[config.mk]
export PLATFORM = sky130hd
export DESIGN_NAME = pif_top
export DESIGN_NICKNAME = d
export VERILOG_FILES = /design/src/design/pif_pkg.sv /design/src/design/pif_postscale.sv /design/src/design/pif_flag_bit.sv /design/src/design/pif_top.sv
export SDC_FILE = /design/constraint.sdc
export NUM_CORES = 1
export LEC_CHECK = 0
export BUFFER_PORTS_ARGS = -buffer_cell sky130_fd_sc_hd__buf_4
export CORE_ASPECT_RATIO = 1.1
export CORE_MARGIN = 5
export CORE_UTILIZATION = 53
export CTS_BUF_LIST = sky130_fd_sc_hd__clkbuf_2 sky130_fd_sc_hd__clkbuf_4 sky130_fd_sc_hd__clkbuf_8
export CTS_CLUSTER_SIZE = 20
export DETAILED_ROUTE_END_ITERATION = 7
export HOLD_SLACK_MARGIN = 0.02
export PLACE_DENSITY = 0.82
export SETUP_SLACK_MARGIN = 0.05
export SYNTH_ARGS = -nofsm -noshare
export SYNTH_HDL_FRONTEND = slang
export SYNTH_SLANG_ARGS = --single-unit
[constraint.sdc]
create_clock -name pclk -period 2.3 [get_ports pclk]
set_input_delay 0.345 -clock pclk [delete_from_list [all_inputs] [get_ports pclk]]
set_output_delay 0.345 -clock pclk [all_outputs]
set_load 0.02 [all_outputs]
[src/design/pif_pkg.sv]
// =====================================================================
// Shared constants for the peripheral interrupt flag block.
package pif_pkg;
  // =====================================================================
  // Register byte offsets on the APB.
  localparam logic [7:0] OFF_FLAG     = 8'h00;
  localparam logic [7:0] OFF_ENABLE   = 8'h04;
  localparam logic [7:0] OFF_RCAUSE   = 8'h08;
  localparam logic [7:0] OFF_T2CTL    = 8'h0c;
  localparam logic [7:0] OFF_IRQCTL   = 8'h10;
  localparam logic [7:0] OFF_STATUS   = 8'h14;
  localparam logic [7:0] OFF_MASK     = 8'h18;

  // =====================================================================
  // Flag and enable bit positions, shared by both registers.
  localparam int BIT_ADC  = 6;
  localparam int BIT_RX   = 5;
  localparam int BIT_TX   = 4;
  localparam int BIT_SSP  = 3;
  localparam int BIT_CCP  = 2;
  localparam int BIT_T2   = 1;
  localparam int BIT_T1   = 0;
  localparam int NSRC     = 7;
  // Bits that latch and wait for software; the others mirror a level.
  localparam logic [6:0] STICKY_MASK = 7'h4f;

  // =====================================================================
  // Reset-cause register layout and reset value.
  localparam int BIT_PRIO = 7;
  localparam int BIT_RI   = 4;
  localparam int BIT_TO   = 3;
  localparam int BIT_PD   = 2;
  localparam int BIT_POR  = 1;
  localparam int BIT_BOR  = 0;
  localparam logic [7:0] RCAUSE_RST = 8'h1c;

  // =====================================================================
  // Interrupt control register layout.
  localparam int BIT_GIE  = 1;
  localparam int BIT_PGE  = 0;

  // =====================================================================
  // Capture/compare unit modes.
  typedef enum logic [1:0] {
    PIF_CCP_OFF     = 2'b00,
    PIF_CCP_CAPTURE = 2'b01,
    PIF_CCP_COMPARE = 2'b10,
    PIF_CCP_PWM     = 2'b11
  } pif_ccp_mode_t;
endpackage

[src/design/pif_postscale.sv]
`timescale 1ns/1ps
// =====================================================================
// Four-bit postscaler: one pulse every sel+1 timer 2 period matches.
module pif_postscale (
  // Clock and reset.
  input  wire logic       pclk,
  input  wire logic       presetn,
  // Match input and divide select.
  input  wire logic       match,
  input  wire logic [3:0] sel,
  // Divided pulse.
  output logic            pulse_r
);
  logic [3:0] count_r;
  logic [3:0] count_nxt;
  logic       pulse_nxt;
  wire        hit = match && (count_r >= sel);

  // The counter wraps on hit, so sel 0 gives 1:1 and sel 15 gives 1:16.
  assign count_nxt = hit ? 4'h0 : (match ? count_r + 4'h1 : count_r);
  assign pulse_nxt = hit;

  // Counter and pulse registers.
  always_ff @(posedge pclk or negedge presetn) begin
    if (!presetn) begin
      count_r <= 4'h0;
      pulse_r <= 1'b0;
    end else begin
      count_r <= count_nxt;
      pulse_r <= pulse_nxt;
    end
  end
endmodule

[src/design/pif_flag_bit.sv]
`timescale 1ns/1ps
// =====================================================================
// One software-cleared flag; a set event wins over a clearing write.
module pif_flag_bit (
  // Clock and reset.
  input  wire logic pclk,
  input  wire logic presetn,
  // Hardware event and software write.
  input  wire logic set_evt,
  input  wire logic wr_en,
  input  wire logic wr_val,
  // Flag state.
  output logic      q_r
);
  logic q_nxt;

  // The event is taken regardless of any enable bit.
  assign q_nxt = set_evt | (wr_en ? wr_val : q_r);

  // Flag register.
  always_ff @(posedge pclk or negedge presetn) begin
    if (!presetn) begin
      q_r <= 1'b0;
    end else begin
      q_r <= q_nxt;
    end
  end
endmodule

[src/design/pif_top.sv]
// The APB register port and the register addresses are this design's own decisions.
`timescale 1ns/1ps
// Overview of operation
// - Flags set on their event regardless of any enable bit.
// - Without priority levels, group enable must also be set for any periph_irq request.
// - Receive flag, bit 5, read-only, mirrors full receive buffer.
// - Transmit flag, bit 4, read-only, mirrors empty transmit buffer.
// - Sync serial flag, bit 3, sets on transfer done, held until cleared.
// - Capcmp flag, bit 2, sets on capture or compare; idle in PWM.
// - Timer 2 flag, bit 1, set by postscaler output; software clears it.
// - Timer 1 flag, bit 0, sets on 16-bit rollover; software clears it.
// - Enable bits share flag positions 6..0; one enables, zero disables.
// - Bit 7 of flag and enable registers reads zero.
// - Postscaler is four bits with ratios 1:1 to 1:16.
// - Priority bit 7 of reset-cause selects two levels or single level.
// - Reset-cause holds instruction, watchdog, power-down, power-on, brown-out bits.
module pif_top (
  // Clock and reset.
  input  wire logic        pclk,
  input  wire logic        presetn,
  // APB slave.
  input  wire logic        psel,
  input  wire logic        penable,
  input  wire logic        pwrite,
  input  wire logic [7:0]  paddr,
  input  wire logic [31:0] pwdata,
  output logic [31:0]      prdata,
  output logic             pready,
  output logic             pslverr,
  // Peripheral events and levels.
  input  wire logic        adc_done,
  input  wire logic        rx_buf_full,
  input  wire logic        tx_buf_empty,
  input  wire logic        ssp_done,
  input  wire logic        ccp_capture,
  input  wire logic        ccp_compare,
  input  wire logic [1:0]  ccp_mode,
  input  wire logic        t2_period_match,
  input  wire logic        t1_rollover,
  // Reset-cause events.
  input  wire logic        reset_instr_evt,
  input  wire logic        wdt_timeout_evt,
  input  wire logic        sleep_evt,
  input  wire logic        wdt_clear_evt,
  input  wire logic        por_evt,
  input  wire logic        bor_evt,
  // Interrupt requests.
  output logic             periph_irq,
  output logic             irq
);
  // =====================================================================
  // APB decode.
  wire setup_w  = psel && !penable && !pready;
  wire wr_w     = setup_w && pwrite;
  wire rd_w     = setup_w && !pwrite;
  wire sel_flag = paddr == pif_pkg::OFF_FLAG;
  wire sel_en   = paddr == pif_pkg::OFF_ENABLE;
  wire sel_rc   = paddr == pif_pkg::OFF_RCAUSE;
  wire sel_t2   = paddr == pif_pkg::OFF_T2CTL;
  wire sel_ic   = paddr == pif_pkg::OFF_IRQCTL;
  wire sel_st   = paddr == pif_pkg::OFF_STATUS;
  wire sel_mk   = paddr == pif_pkg::OFF_MASK;
  wire mapped   = sel_flag | sel_en | sel_rc | sel_t2 | sel_ic | sel_st | sel_mk;
  wire wr_flag  = wr_w && sel_flag;
  wire wr_en    = wr_w && sel_en;
  wire wr_rc    = wr_w && sel_rc;
  wire wr_t2    = wr_w && sel_t2;
  wire wr_ic    = wr_w && sel_ic;
  wire wr_st    = wr_w && sel_st;
  wire wr_mk    = wr_w && sel_mk;

  // =====================================================================
  // State registers.
  logic [6:0] enable_r;
  logic [6:0] enable_nxt;
  logic [7:0] rcause_r;
  logic [7:0] rcause_nxt;
  logic [3:0] t2sel_r;
  logic [3:0] t2sel_nxt;
  logic [1:0] irqctl_r;
  logic [1:0] irqctl_nxt;
  logic [6:0] status_r;
  logic [6:0] status_nxt;
  logic [6:0] mask_r;
  logic [6:0] mask_nxt;
  logic       rx_prev_r;
  logic       tx_prev_r;
  logic       irq_nxt;
  logic       pirq_nxt;
  logic [31:0] rdata_nxt;

  // =====================================================================
  // Event sources.
  logic       ps_pulse;
  wire        ccp_evt = (ccp_mode == pif_pkg::PIF_CCP_CAPTURE && ccp_capture) ||
                        (ccp_mode == pif_pkg::PIF_CCP_COMPARE && ccp_compare);
  wire [6:0]  evt_w   = {adc_done, rx_buf_full && !rx_prev_r, tx_buf_empty && !tx_prev_r,
                         ssp_done, ccp_evt, ps_pulse, t1_rollover};
  logic [6:0] flag_w;

  // Timer 2 postscaler driven by period matches.
  pif_postscale u_ps (
    .pclk    (pclk),
    .presetn (presetn),
    .match   (t2_period_match),
    .sel     (t2sel_r),
    .pulse_r (ps_pulse)
  );

  // Sticky flags latch; the serial buffer flags follow their buffer levels.
  genvar gi;
  generate
    for (gi = 0; gi < pif_pkg::NSRC; gi++) begin : g_flag
      if (pif_pkg::STICKY_MASK[gi]) begin : g_sticky
        pif_flag_bit u_bit (
          .pclk    (pclk),
          .presetn (presetn),
          .set_evt (evt_w[gi]),
          .wr_en   (wr_flag),
          .wr_val  (pwdata[gi]),
          .q_r     (flag_w[gi])
        );
      end else if (gi == pif_pkg::BIT_RX) begin : g_rx
        assign flag_w[gi] = rx_buf_full;
      end else begin : g_tx
        assign flag_w[gi] = tx_buf_empty;
      end
    end
  endgenerate

  // =====================================================================
  // Register next values.
  assign enable_nxt = wr_en ? pwdata[6:0] : enable_r;
  assign t2sel_nxt  = wr_t2 ? pwdata[3:0] : t2sel_r;
  assign irqctl_nxt = wr_ic ? pwdata[1:0] : irqctl_r;
  assign mask_nxt   = wr_mk ? pwdata[6:0] : mask_r;
  // Write one clears a status bit; a new event in the same cycle wins.
  assign status_nxt = evt_w | (status_r & ~(wr_st ? pwdata[6:0] : 7'h00));

  // Reset-cause bits: hardware events override software writes.
  always_comb begin
    rcause_nxt = rcause_r;
    if (wr_rc) begin
      rcause_nxt[pif_pkg::BIT_PRIO] = pwdata[pif_pkg::BIT_PRIO];
      rcause_nxt[pif_pkg::BIT_RI]   = pwdata[pif_pkg::BIT_RI];
      rcause_nxt[pif_pkg::BIT_POR]  = pwdata[pif_pkg::BIT_POR];
      rcause_nxt[pif_pkg::BIT_BOR]  = pwdata[pif_pkg::BIT_BOR];
    end
    if (wdt_clear_evt) begin
      rcause_nxt[pif_pkg::BIT_TO] = 1'b1;
      rcause_nxt[pif_pkg::BIT_PD] = 1'b1;
    end
    if (reset_instr_evt) begin
      rcause_nxt[pif_pkg::BIT_RI] = 1'b0;
    end
    if (wdt_timeout_evt) begin
      rcause_nxt[pif_pkg::BIT_TO] = 1'b0;
    end
    if (sleep_evt) begin
      rcause_nxt[pif_pkg::BIT_PD] = 1'b0;
    end
    if (por_evt) begin
      rcause_nxt[pif_pkg::BIT_POR] = 1'b0;
    end
    if (bor_evt) begin
      rcause_nxt[pif_pkg::BIT_BOR] = 1'b0;
    end
  end

  // =====================================================================
  // Interrupt request gating.
  wire prio_on  = rcause_r[pif_pkg::BIT_PRIO];
  wire global_irq_enable      = irqctl_r[pif_pkg::BIT_GIE];
  wire pge      = irqctl_r[pif_pkg::BIT_PGE];
  wire any_req  = |(flag_w & enable_r);
  // Single level needs both global and group enables; two levels let either one pass.
  assign pirq_nxt = any_req && (prio_on ? (global_irq_enable || pge) : (global_irq_enable && pge));
  assign irq_nxt  = |(status_r & mask_r);

  // =====================================================================
  // Read data; unused high bits and bit 7 of flag and enable read zero.
  assign rdata_nxt = sel_flag ? {25'h0, flag_w}       :
                     sel_en   ? {25'h0, enable_r}     :
                     sel_rc   ? {24'h0, rcause_r}     :
                     sel_t2   ? {28'h0, t2sel_r}      :
                     sel_ic   ? {30'h0, irqctl_r}     :
                     sel_st   ? {25'h0, status_r}     :
                     sel_mk   ? {25'h0, mask_r}       : 32'h0;

  // APB answer: ready in the first access cycle, error on unmapped address.
  always_ff @(posedge pclk or negedge presetn) begin
    if (!presetn) begin
      pready  <= 1'b0;
      pslverr <= 1'b0;
      prdata  <= 32'h0;
    end else begin
      pready  <= setup_w;
      pslverr <= setup_w && !mapped;
      prdata  <= rd_w ? rdata_nxt : 32'h0;
    end
  end

  // Control and status registers.
  always_ff @(posedge pclk or negedge presetn) begin
    if (!presetn) begin
      enable_r  <= 7'h00;
      rcause_r  <= pif_pkg::RCAUSE_RST;
      t2sel_r   <= 4'h0;
      irqctl_r  <= 2'h0;
      status_r  <= 7'h00;
      mask_r    <= 7'h00;
      rx_prev_r <= 1'b0;
      tx_prev_r <= 1'b1; // Matches the empty buffer after reset, so no false edge.
    end else begin
      enable_r  <= enable_nxt;
      rcause_r  <= rcause_nxt;
      t2sel_r   <= t2sel_nxt;
      irqctl_r  <= irqctl_nxt;
      status_r  <= status_nxt;
      mask_r    <= mask_nxt;
      rx_prev_r <= rx_buf_full;
      tx_prev_r <= tx_buf_empty;
    end
  end

  // Interrupt outputs.
  always_ff @(posedge pclk or negedge presetn) begin
    if (!presetn) begin
      periph_irq <= 1'b0;
      irq        <= 1'b0;
    end else begin
      periph_irq <= pirq_nxt;
      irq        <= irq_nxt;
    end
  end
endmodule

Word-level counts from Yosys, hierarchy flattened
Index checks and enable logic that the tools add are counted.
{"block": "classes", "add_sub_neg": 1, "magnitude_cmp": 1, "eq_ne": 8, "n_mux": 25, "bitwise": 16, "reduce_logical": 36}
{"operator": "two-way mux 7 bit", "n": 5}
{"operator": "two-way mux 8 bit", "n": 4}
{"operator": "equality test 8 x 5 -> 1 bit (second input constant)", "n": 3}
{"operator": "bitwise AND 7 bit", "n": 3}
{"operator": "logical AND 1 bit", "n": 19}
{"operator": "equality test 8 x 4 -> 1 bit (second input constant)", "n": 2}
{"operator": "OR reduction 7 bit", "n": 2}
{"operator": "two-way mux 1 bit", "n": 12}
{"operator": "nonzero test 2 bit", "n": 6}
{"operator": "bitwise OR 1 bit", "n": 11}
{"operator": "equality test 8 x 3 -> 1 bit (second input constant)", "n": 1}
{"operator": "zero test 8 bit", "n": 1}
{"operator": "two-way mux 4 bit", "n": 2}
{"operator": "inverter 7 bit", "n": 1}
{"operator": "bitwise OR 7 bit", "n": 1}
{"operator": "zero test 1 bit", "n": 6}
{"operator": "adder 4 x 1 -> 4 bit (second input constant)", "n": 1}
{"operator": ">= comparator 4 bit", "n": 1}
{"operator": "two-way mux 2 bit", "n": 2}
{"operator": "equality test 2 x 1 -> 1 bit (second input constant)", "n": 1}
{"operator": "equality test 2 bit (second input constant)", "n": 1}
{"operator": "logical OR 1 bit", "n": 2}
{"block": "totals", "reg_bits": 57, "out_inout_bits": 36, "elab_cells": 112}

Longest topological paths before layout
Gate-level depths: netlist of the first run.
{"block": "logic_depth", "ltp_word": 9, "depth_mapped": 7, "depth_no_buf": 7}

Cells and area by module
Synthesis of the first run repeated with hierarchy kept, for this count alone.
{"block": "unflattened", "hier_cells": 278, "hier_area_um2": 2999.1}
{"module": "pif_top", "n_inst": 1, "cells_per_inst": 229, "area_each_um2": 2472.4, "seq_area_each_um2": 1181.1}
{"module": "pif_postscale", "n_inst": 1, "cells_per_inst": 34, "area_each_um2": 326.6, "seq_area_each_um2": 125.1}
{"module": "pif_flag_bit", "n_inst": 5, "cells_per_inst": 3, "area_each_um2": 40.0, "seq_area_each_um2": 25.0}

Worst setup path before layout of the first run
Ideal clock, no wire load.
{"block": "synth_path", "path_type": "reg-to-reg", "from": "register u_ps.count_r[0]", "to": "register u_ps.count_r[3]", "setup_ps": 64, "arrival_time_ps": 1784, "path_slack_ps": 452, "stages_incl_launch_ff": 8, "path_buffers": 0, "period_less_slack_ps": 1848, "path_cell_list": "dfrtp_1 -> inv_1 -> ha_1 -> nand2b_1 -> a2111oi_0 -> nor3_1 -> nor4bb_1 -> a21o_1"}
{"block": "synth_between", "elab_chain_len": 3, "elab_cells_between_ends": 6}
{"element": "start, declared", "line": "pif_postscale.sv:14", "source": "logic [3:0] count_r;"}
{"element": "start signal, assigned", "line": "pif_postscale.sv:29", "source": "count_r <= count_nxt;"}
{"element": "adder 4 x 1 -> 4 bit or >= comparator 4 bit (tied branches)", "line": "pif_postscale.sv:20, pif_postscale.sv:17"}
{"element": "two-way mux 4 bit or logical AND 1 bit (tied branches)", "line": "pif_postscale.sv:20, pif_postscale.sv:17"}
{"element": "two-way mux 4 bit or nonzero test 2 bit (tied branches)"}
Parallel ways exist; a longest one is shown, timed or not. The select of a mux whose other input is x is not followed.
A chain may end at the register's enable or synchronous reset.

Final worst setup path of the first run
Ends and elaborated chain as after synthesis.

==> results of run 1 <==
-- critical path, stage by stage (launching register included) --
cell	delay, ns
dfrtp_1	0.39
inv_1	0.09
ha_1	0.22
nand2b_1	0.14
a2111oi_0	0.51
nor3_1	0.22
nor4bb_1	0.30
a21o_1	0.12
-- cell families after synthesis --
group,after synthesis,share of synthesized area
simple gates,76,0.146
compound gates,57,0.138
mux,34,0.132
fa+ha+maj,5,0.0209
buf+inv,41,0.0843
other cells,1,0.00125
flops,57,0.477
-- path summary, 6_finish.rpt --
path                                             startpoint                          end  cells past startpoint
worst max-delay path            u_ps.count_r[0]$_DFFE_PN0P_  u_ps.count_r[3]$_DFFE_PN0P_                      7
worst min-delay path                                presetn         periph_irq$_DFF_PN0_                      1
worst max register to register  u_ps.count_r[0]$_DFFE_PN0P_  u_ps.count_r[3]$_DFFE_PN0P_                      7
worst min register to register       u_ps.pulse_r$_DFF_PN0_        status_r[1]$_DFF_PN0_                      1
max in group asynchronous                           presetn        status_r[0]$_DFF_PN0_                      1
min in group pclk                           wdt_timeout_evt      rcause_r[3]$_DFFE_PN1P_                      2
-- cell type report --
type                       instances  area (µm²)
fill                             430        1860
sequential                        57        1430
multi-input combinational        196        1400
timing repair buffer              55         413
clock buffer                       9         124
tap                               75        93.8
clock inverter                     7        70.1
inverter                          10        37.5
-- flip-flops by register name, summed over array words and instances (netlist names) --
register	flops
enable_r	7
g_flag.g_sticky.u_bit.q_r	5
irq	1
irqctl_r	2
mask_r	7
periph_irq	1
prdata	8
pready	1
pslverr	1
rcause_r	6
rx_prev_r	1
status_r	7
t2sel_r	4
tx_prev_r	1
u_ps.count_r	4
u_ps.pulse_r	1
-- metal layers --
| metal | vias to the layer above | global-route usage | part of all wire |
|---|---|---|---|
| li1 | 1062 | - | - |
| met1 | 1088 | 0.252 | 0.40 |
| met2 | 128 | 0.321 | 0.48 |
| met3 | 18 | 0.0713 | 0.095 |
| met4 | 0 | 0.0952 | 0.026 |
| met5 | - | 0 | 0 |
-- cell usage after synthesis (2+ instances only) --
cell type  count
dfrtp_1       53
buf_4         25
mux2_2        16
nand2_1       16
nor2_1        16
mux2i_1       11
inv_1         10
a21oi_1        8
nor2b_1        8
a21o_1         7
a22oi_1        7
mux2_4         7
o21ai_0        7
a211o_1        5
ha_1           5
nand3_1        5
nor3_1         5
buf_2          4
dfstp_2        4
nand2b_1       4
a2111oi_0      3
a22o_1         3
nand3b_1       3
nand4_1        3
o22ai_1        3
a21boi_0       2
a221oi_1       2
a222oi_1       2
and3_1         2
clkbuf_1       2
nor4_1         2
o221ai_1       2
o22a_1         2
or3_1          2
-- where the power goes --
group | switching, mW | total, mW | internal [mW]
clock | 0.416 | 0.914 | 0.499
combinational | 0.135 | 0.218 | 0.0830
sequential | 0.00884 | 1.03 | 1.02
total | 0.560 | 2.16 | 1.60
-- per-stage QoR --
step / std cells / instance area (µm²) / utilization / worst slack [ns] / power (mW)
2_1_floorplan: 294 / 3080 / - / 0.452 / 1.19
3_3_place_gp: 393 / 3380 / 0.622 / 0.284 / 1.26
3_5_place_dp: 393 / 3380 / 0.622 / 0.267 / 1.26
4_1_cts: 409 / 3570 / 0.657 / 0.245 / 2.18
5_1_grt: 409 / 3570 / 0.657 / 0.156 / 2.27
6_report: 409 / 3570 / 0.657 / 0.249 / 2.16
==> results_dict.tcl, run 1 <==
set metrics [dict create \
    grt_pass1_wl_um 10800 \
    gp_congestion 0.910 \
    synth_area_per_cell_um2 11.1 \
    die_w_um 81.7 \
    first_global_vias 2219 \
    worst_pin_slew_ns 0.685 \
    critPathRequiredTime_ns 2.58 \
    synth_top_area_frac 0.442 \
    synth_top_area_cell "dfrtp_1" \
    ys_types 49 \
    drc 0 \
    cts_htree_levels 3 \
    chipHeight_um 88.9 \
    n_antenna_cell 0 \
    drive_gt1_frac 0.311 \
    ys_warn_count 0 \
    crit_fanout 6 \
    yosysSeqAreaShare 0.477 \
    vdd_drop_max_mv 0.359 \
    hold_violations 0 \
    die_area_um2 7260 \
    critical_path_class "register to register" \
    cts_tree "yes" \
    firstDrtPassIters 8 \
    insertion_delay_ns 0.35 \
    arrival_ns 2.33 \
    drv_slew 0 \
    boundaryPins 97 \
    ys.flop_type "dfrtp_1" \
    cap_violations 0 \
    ff2ff_setup_slack_ns 0.25 \
    clkTransAtPathRegs_ns 0.07 \
    period_share 0.892 \
    period_needed_ns 2.05 \
    ys_top_cells_by_area "dfrtp_1, buf_4, mux2_2" \
    cts_resized 0 \
    rows 28 \
    syn_inst 271 \
    nets 395 \
    power_density_nw_per_um2 605 \
    area_growth_pct 19.1 \
    status "finished, final reports clean" \
    leakage_nw 1.68 \
    dr.first_iter.drc_count 238 \
    max_slew_margin 0.543 \
    num_vias 2296 \
    async_reset_ff_frac 1.00 \
    wirelength_um 6810 \
    cp-start-kind "register" \
    antenna_found_initial 0 \
    hold_class "primary input to async pin" \
    max_freq_ghz 0.488 \
    cts-root-buf "clkbuf_8" \
    hold_slack_ns 0.0461 \
    cts_hold_buf 0 \
    dp_hpwl_um 5030 \
    worst_clock_skew_ns 0.00936 \
    rsz0062_at_grt "no" \
    mostFrequentLayoutCells "buf_4, dfrtp_1, conb_1" \
    coreArea_um2 5430 \
    overflow 0 \
    wire_per_inst_um 16.7 \
    grt_max_degree 58 \
    synth-seq-cells 57 \
    cts_buffers 9 \
    clockBufferDepth 2 \
    final-setup-viol-count 0 \
    cts_setup_buffers 0 \
    worstSetupEndpointType "register" \
    start_util 0.552 \
    synth_edf_count 0 \
    io_buffers 48 \
    ant_nets 0 \
    cts.sinks 57 \
    syn-cell-area_um2 3000 \
    detail_route.vias_per_cell 5.61 \
    setup_tns_ns 0 \
    final_common_cell "buf_4" \
    grt_use_total 0.204 \
]
Note: power is estimated with default switching activity, not from simulation.
==> inputs of run 2 (changes only) <==
==> constraint.sdc (replaced) <==
create_clock -name pclk -period 2.18 [get_ports pclk]
set_input_delay 0.327 -clock pclk [delete_from_list [all_inputs] [get_ports pclk]]
set_output_delay 0.327 -clock pclk [all_outputs]
set_load 0.02 [all_outputs]
==> results_dict.tcl, run 2 (synthesis results as in run 1) <==
set metrics [dict create \
    critPathRequiredTime_ns 2.40 \
    rsz0062_at_grt "no" \
    max_slew_margin 0.530 \
    area_growth_pct 20.7 \
    internal-power_mw 1.78 \
    period_share 0.897 \
    postLayoutCoreUtil 0.667 \
    grt_pass1_wl_um 10700 \
    pwr-share-clk 0.439 \
    cts-root-buf "clkbuf_8" \
    vdd_drop_max_mv 0.408 \
    cp-start-kind "register" \
    nets 398 \
    cts.sinks 57 \
    seq_power_share 0.461 \
    max_freq_ghz 0.512 \
    hold_slack_ns 0.0387 \
    clockBufferDepth 2 \
    worst_slack_ns 0.226 \
    setup_tns_ns 0 \
    crit_buf_inv 0 \
    place_ws_ns 0.120 \
    worstSetupEndpointType "register" \
    cap_violations 0 \
    dp_hpwl_um 5110 \
    chipHeight_um 88.9 \
    wirelength_um 6880 \
    power_density_nw_per_um2 650 \
    clkTransAtPathRegs_ns 0.07 \
    coreArea_um2 5430 \
    max_stage_delay_ns 0.59 \
    largest_reg_flops 8 \
    drive_gt1_frac 0.320 \
    cts_htree_levels 3 \
    fin_area_um2 3620 \
    first_global_vias 2242 \
    start_util 0.552 \
    firstDrtPassIters 5 \
    arrival_ns 2.18 \
    hold_class "primary input to async pin" \
    crit_fanout 7 \
    dp.cells 396 \
    p_comb_frac 0.100 \
    detail_route.vias_per_cell 5.65 \
    insertion_delay_ns 0.34 \
    n_antenna_cell 0 \
    num_vias 2326 \
    boundaryPins 97 \
    ant_nets 0 \
    cts_buffers 9 \
    overflow 0 \
    antenna_found_initial 0 \
    rows 28 \
    crit_family "simple AND/OR/NAND/NOR gates" \
    power_switching_mw 0.568 \
    die_area_um2 7260 \
    status "finished, final reports clean" \
    period_needed_ns 1.95 \
    post_dp_cell_area_um2 3400 \
    drc 0 \
    fin_cells 412 \
    final-setup-viol-count 0 \
    grt_max_degree 58 \
    critical_path_class "register to register" \
    wire_per_inst_um 16.7 \
    gp_congestion 0.869 \
    hold_violations 0 \
    grt_use_total 0.202 \
    sw_frac_of_total 0.242 \
    mostFrequentLayoutCells "buf_4, dfrtp_1, conb_1" \
    cts_tree "yes" \
    worst_pin_slew_ns 0.705 \
    worst_clock_skew_ns 0.0100 \
    final_common_cell "buf_4" \
    io_buffers 48 \
    drv_slew 0 \
    crit_chain "and4bb_2 > nand2_1 > or3_1 > mux2_4" \
    dr.first_iter.drc_count 201 \
    crit_slowest_cell "or3_1" \
    leakage_nw 1.70 \
    top_register "prdata" \
    die_w_um 81.7 \
    report.power.total_mw 2.35 \
]
-- run 2: changes by cell type in the layout (fill, tap and decap cells not counted), sizes merged --
cell and delta:
buf +3, clkbuf +3, clkinv -3, clkinvlp +1
inv -1
-- run 2: cell type report --
type | count | area [µm²]
clock buffer | 12 | 165
clock inverter | 4 | 50.0
fill | 428 | 1810
inverter | 10 | 37.5
multi-input combinational | 196 | 1410
sequential | 57 | 1430
tap | 75 | 93.8
timing repair buffer | 58 | 435
-- run 2: timing repair --
| action | in CTS | in global routing |
|---|---|---|
| hold buffers | 0 | 0 |
| buffers inserted | 0 | 0 |
| resized for setup | 0 | 2 |
| endpoints found under the setup margin | 0 | 2 |
| hold endpoints to repair | 0 | 0 |
-- run 2: per-layer routing --
layer	global-route usage	share of wire	vias to the layer above
met5	0	0	-
met4	0.127	0.031	0
met3	0.0550	0.089	21
met2	0.322	0.48	104
met1	0.242	0.40	1134
li1	-	-	1067
-- run 2: power by group through the flow --
| stage | Clock [mW] | Combinational, mW | Sequential [mW] |
|---|---|---|---|
| global route | 1.11 | 0.256 | 1.09 |
| finish | 1.03 | 0.235 | 1.09 |
| global placement | 0 | 0.226 | 1.10 |
| CTS | 1.05 | 0.233 | 1.09 |
| floorplan | 0 | 0.144 | 1.11 |
| detailed placement | 0 | 0.232 | 1.10 |
-- run 2: final timing paths --
| path | start | endpoint | cells after the start | slack, ns |
|---|---|---|---|---|
| max | pready$_DFF_PN0_ | mask_r[0]$_DFFE_PN0P_ | 4 | 0.23 |
| max reg2reg | pready$_DFF_PN0_ | mask_r[0]$_DFFE_PN0P_ | 4 | 0.23 |
| min reg2reg | u_ps.pulse_r$_DFF_PN0_ | status_r[1]$_DFF_PN0_ | 1 | 0.47 |
| min in group pclk | sleep_evt | rcause_r[2]$_DFFE_PN1P_ | 2 | 0.10 |
| max in group asynchronous | presetn | status_r[0]$_DFF_PN0_ | 1 | 1.67 |
| min | presetn | mask_r[6]$_DFFE_PN0P_ | 1 | 0.04 |
-- run 2: worst reg2reg max path, cell delays in order, from the launching register on --
cell and delay, ns:
dfrtp_1 0.38, and4bb_2 0.36, nand2_1 0.13, or3_1 0.59, mux2_4 0.38
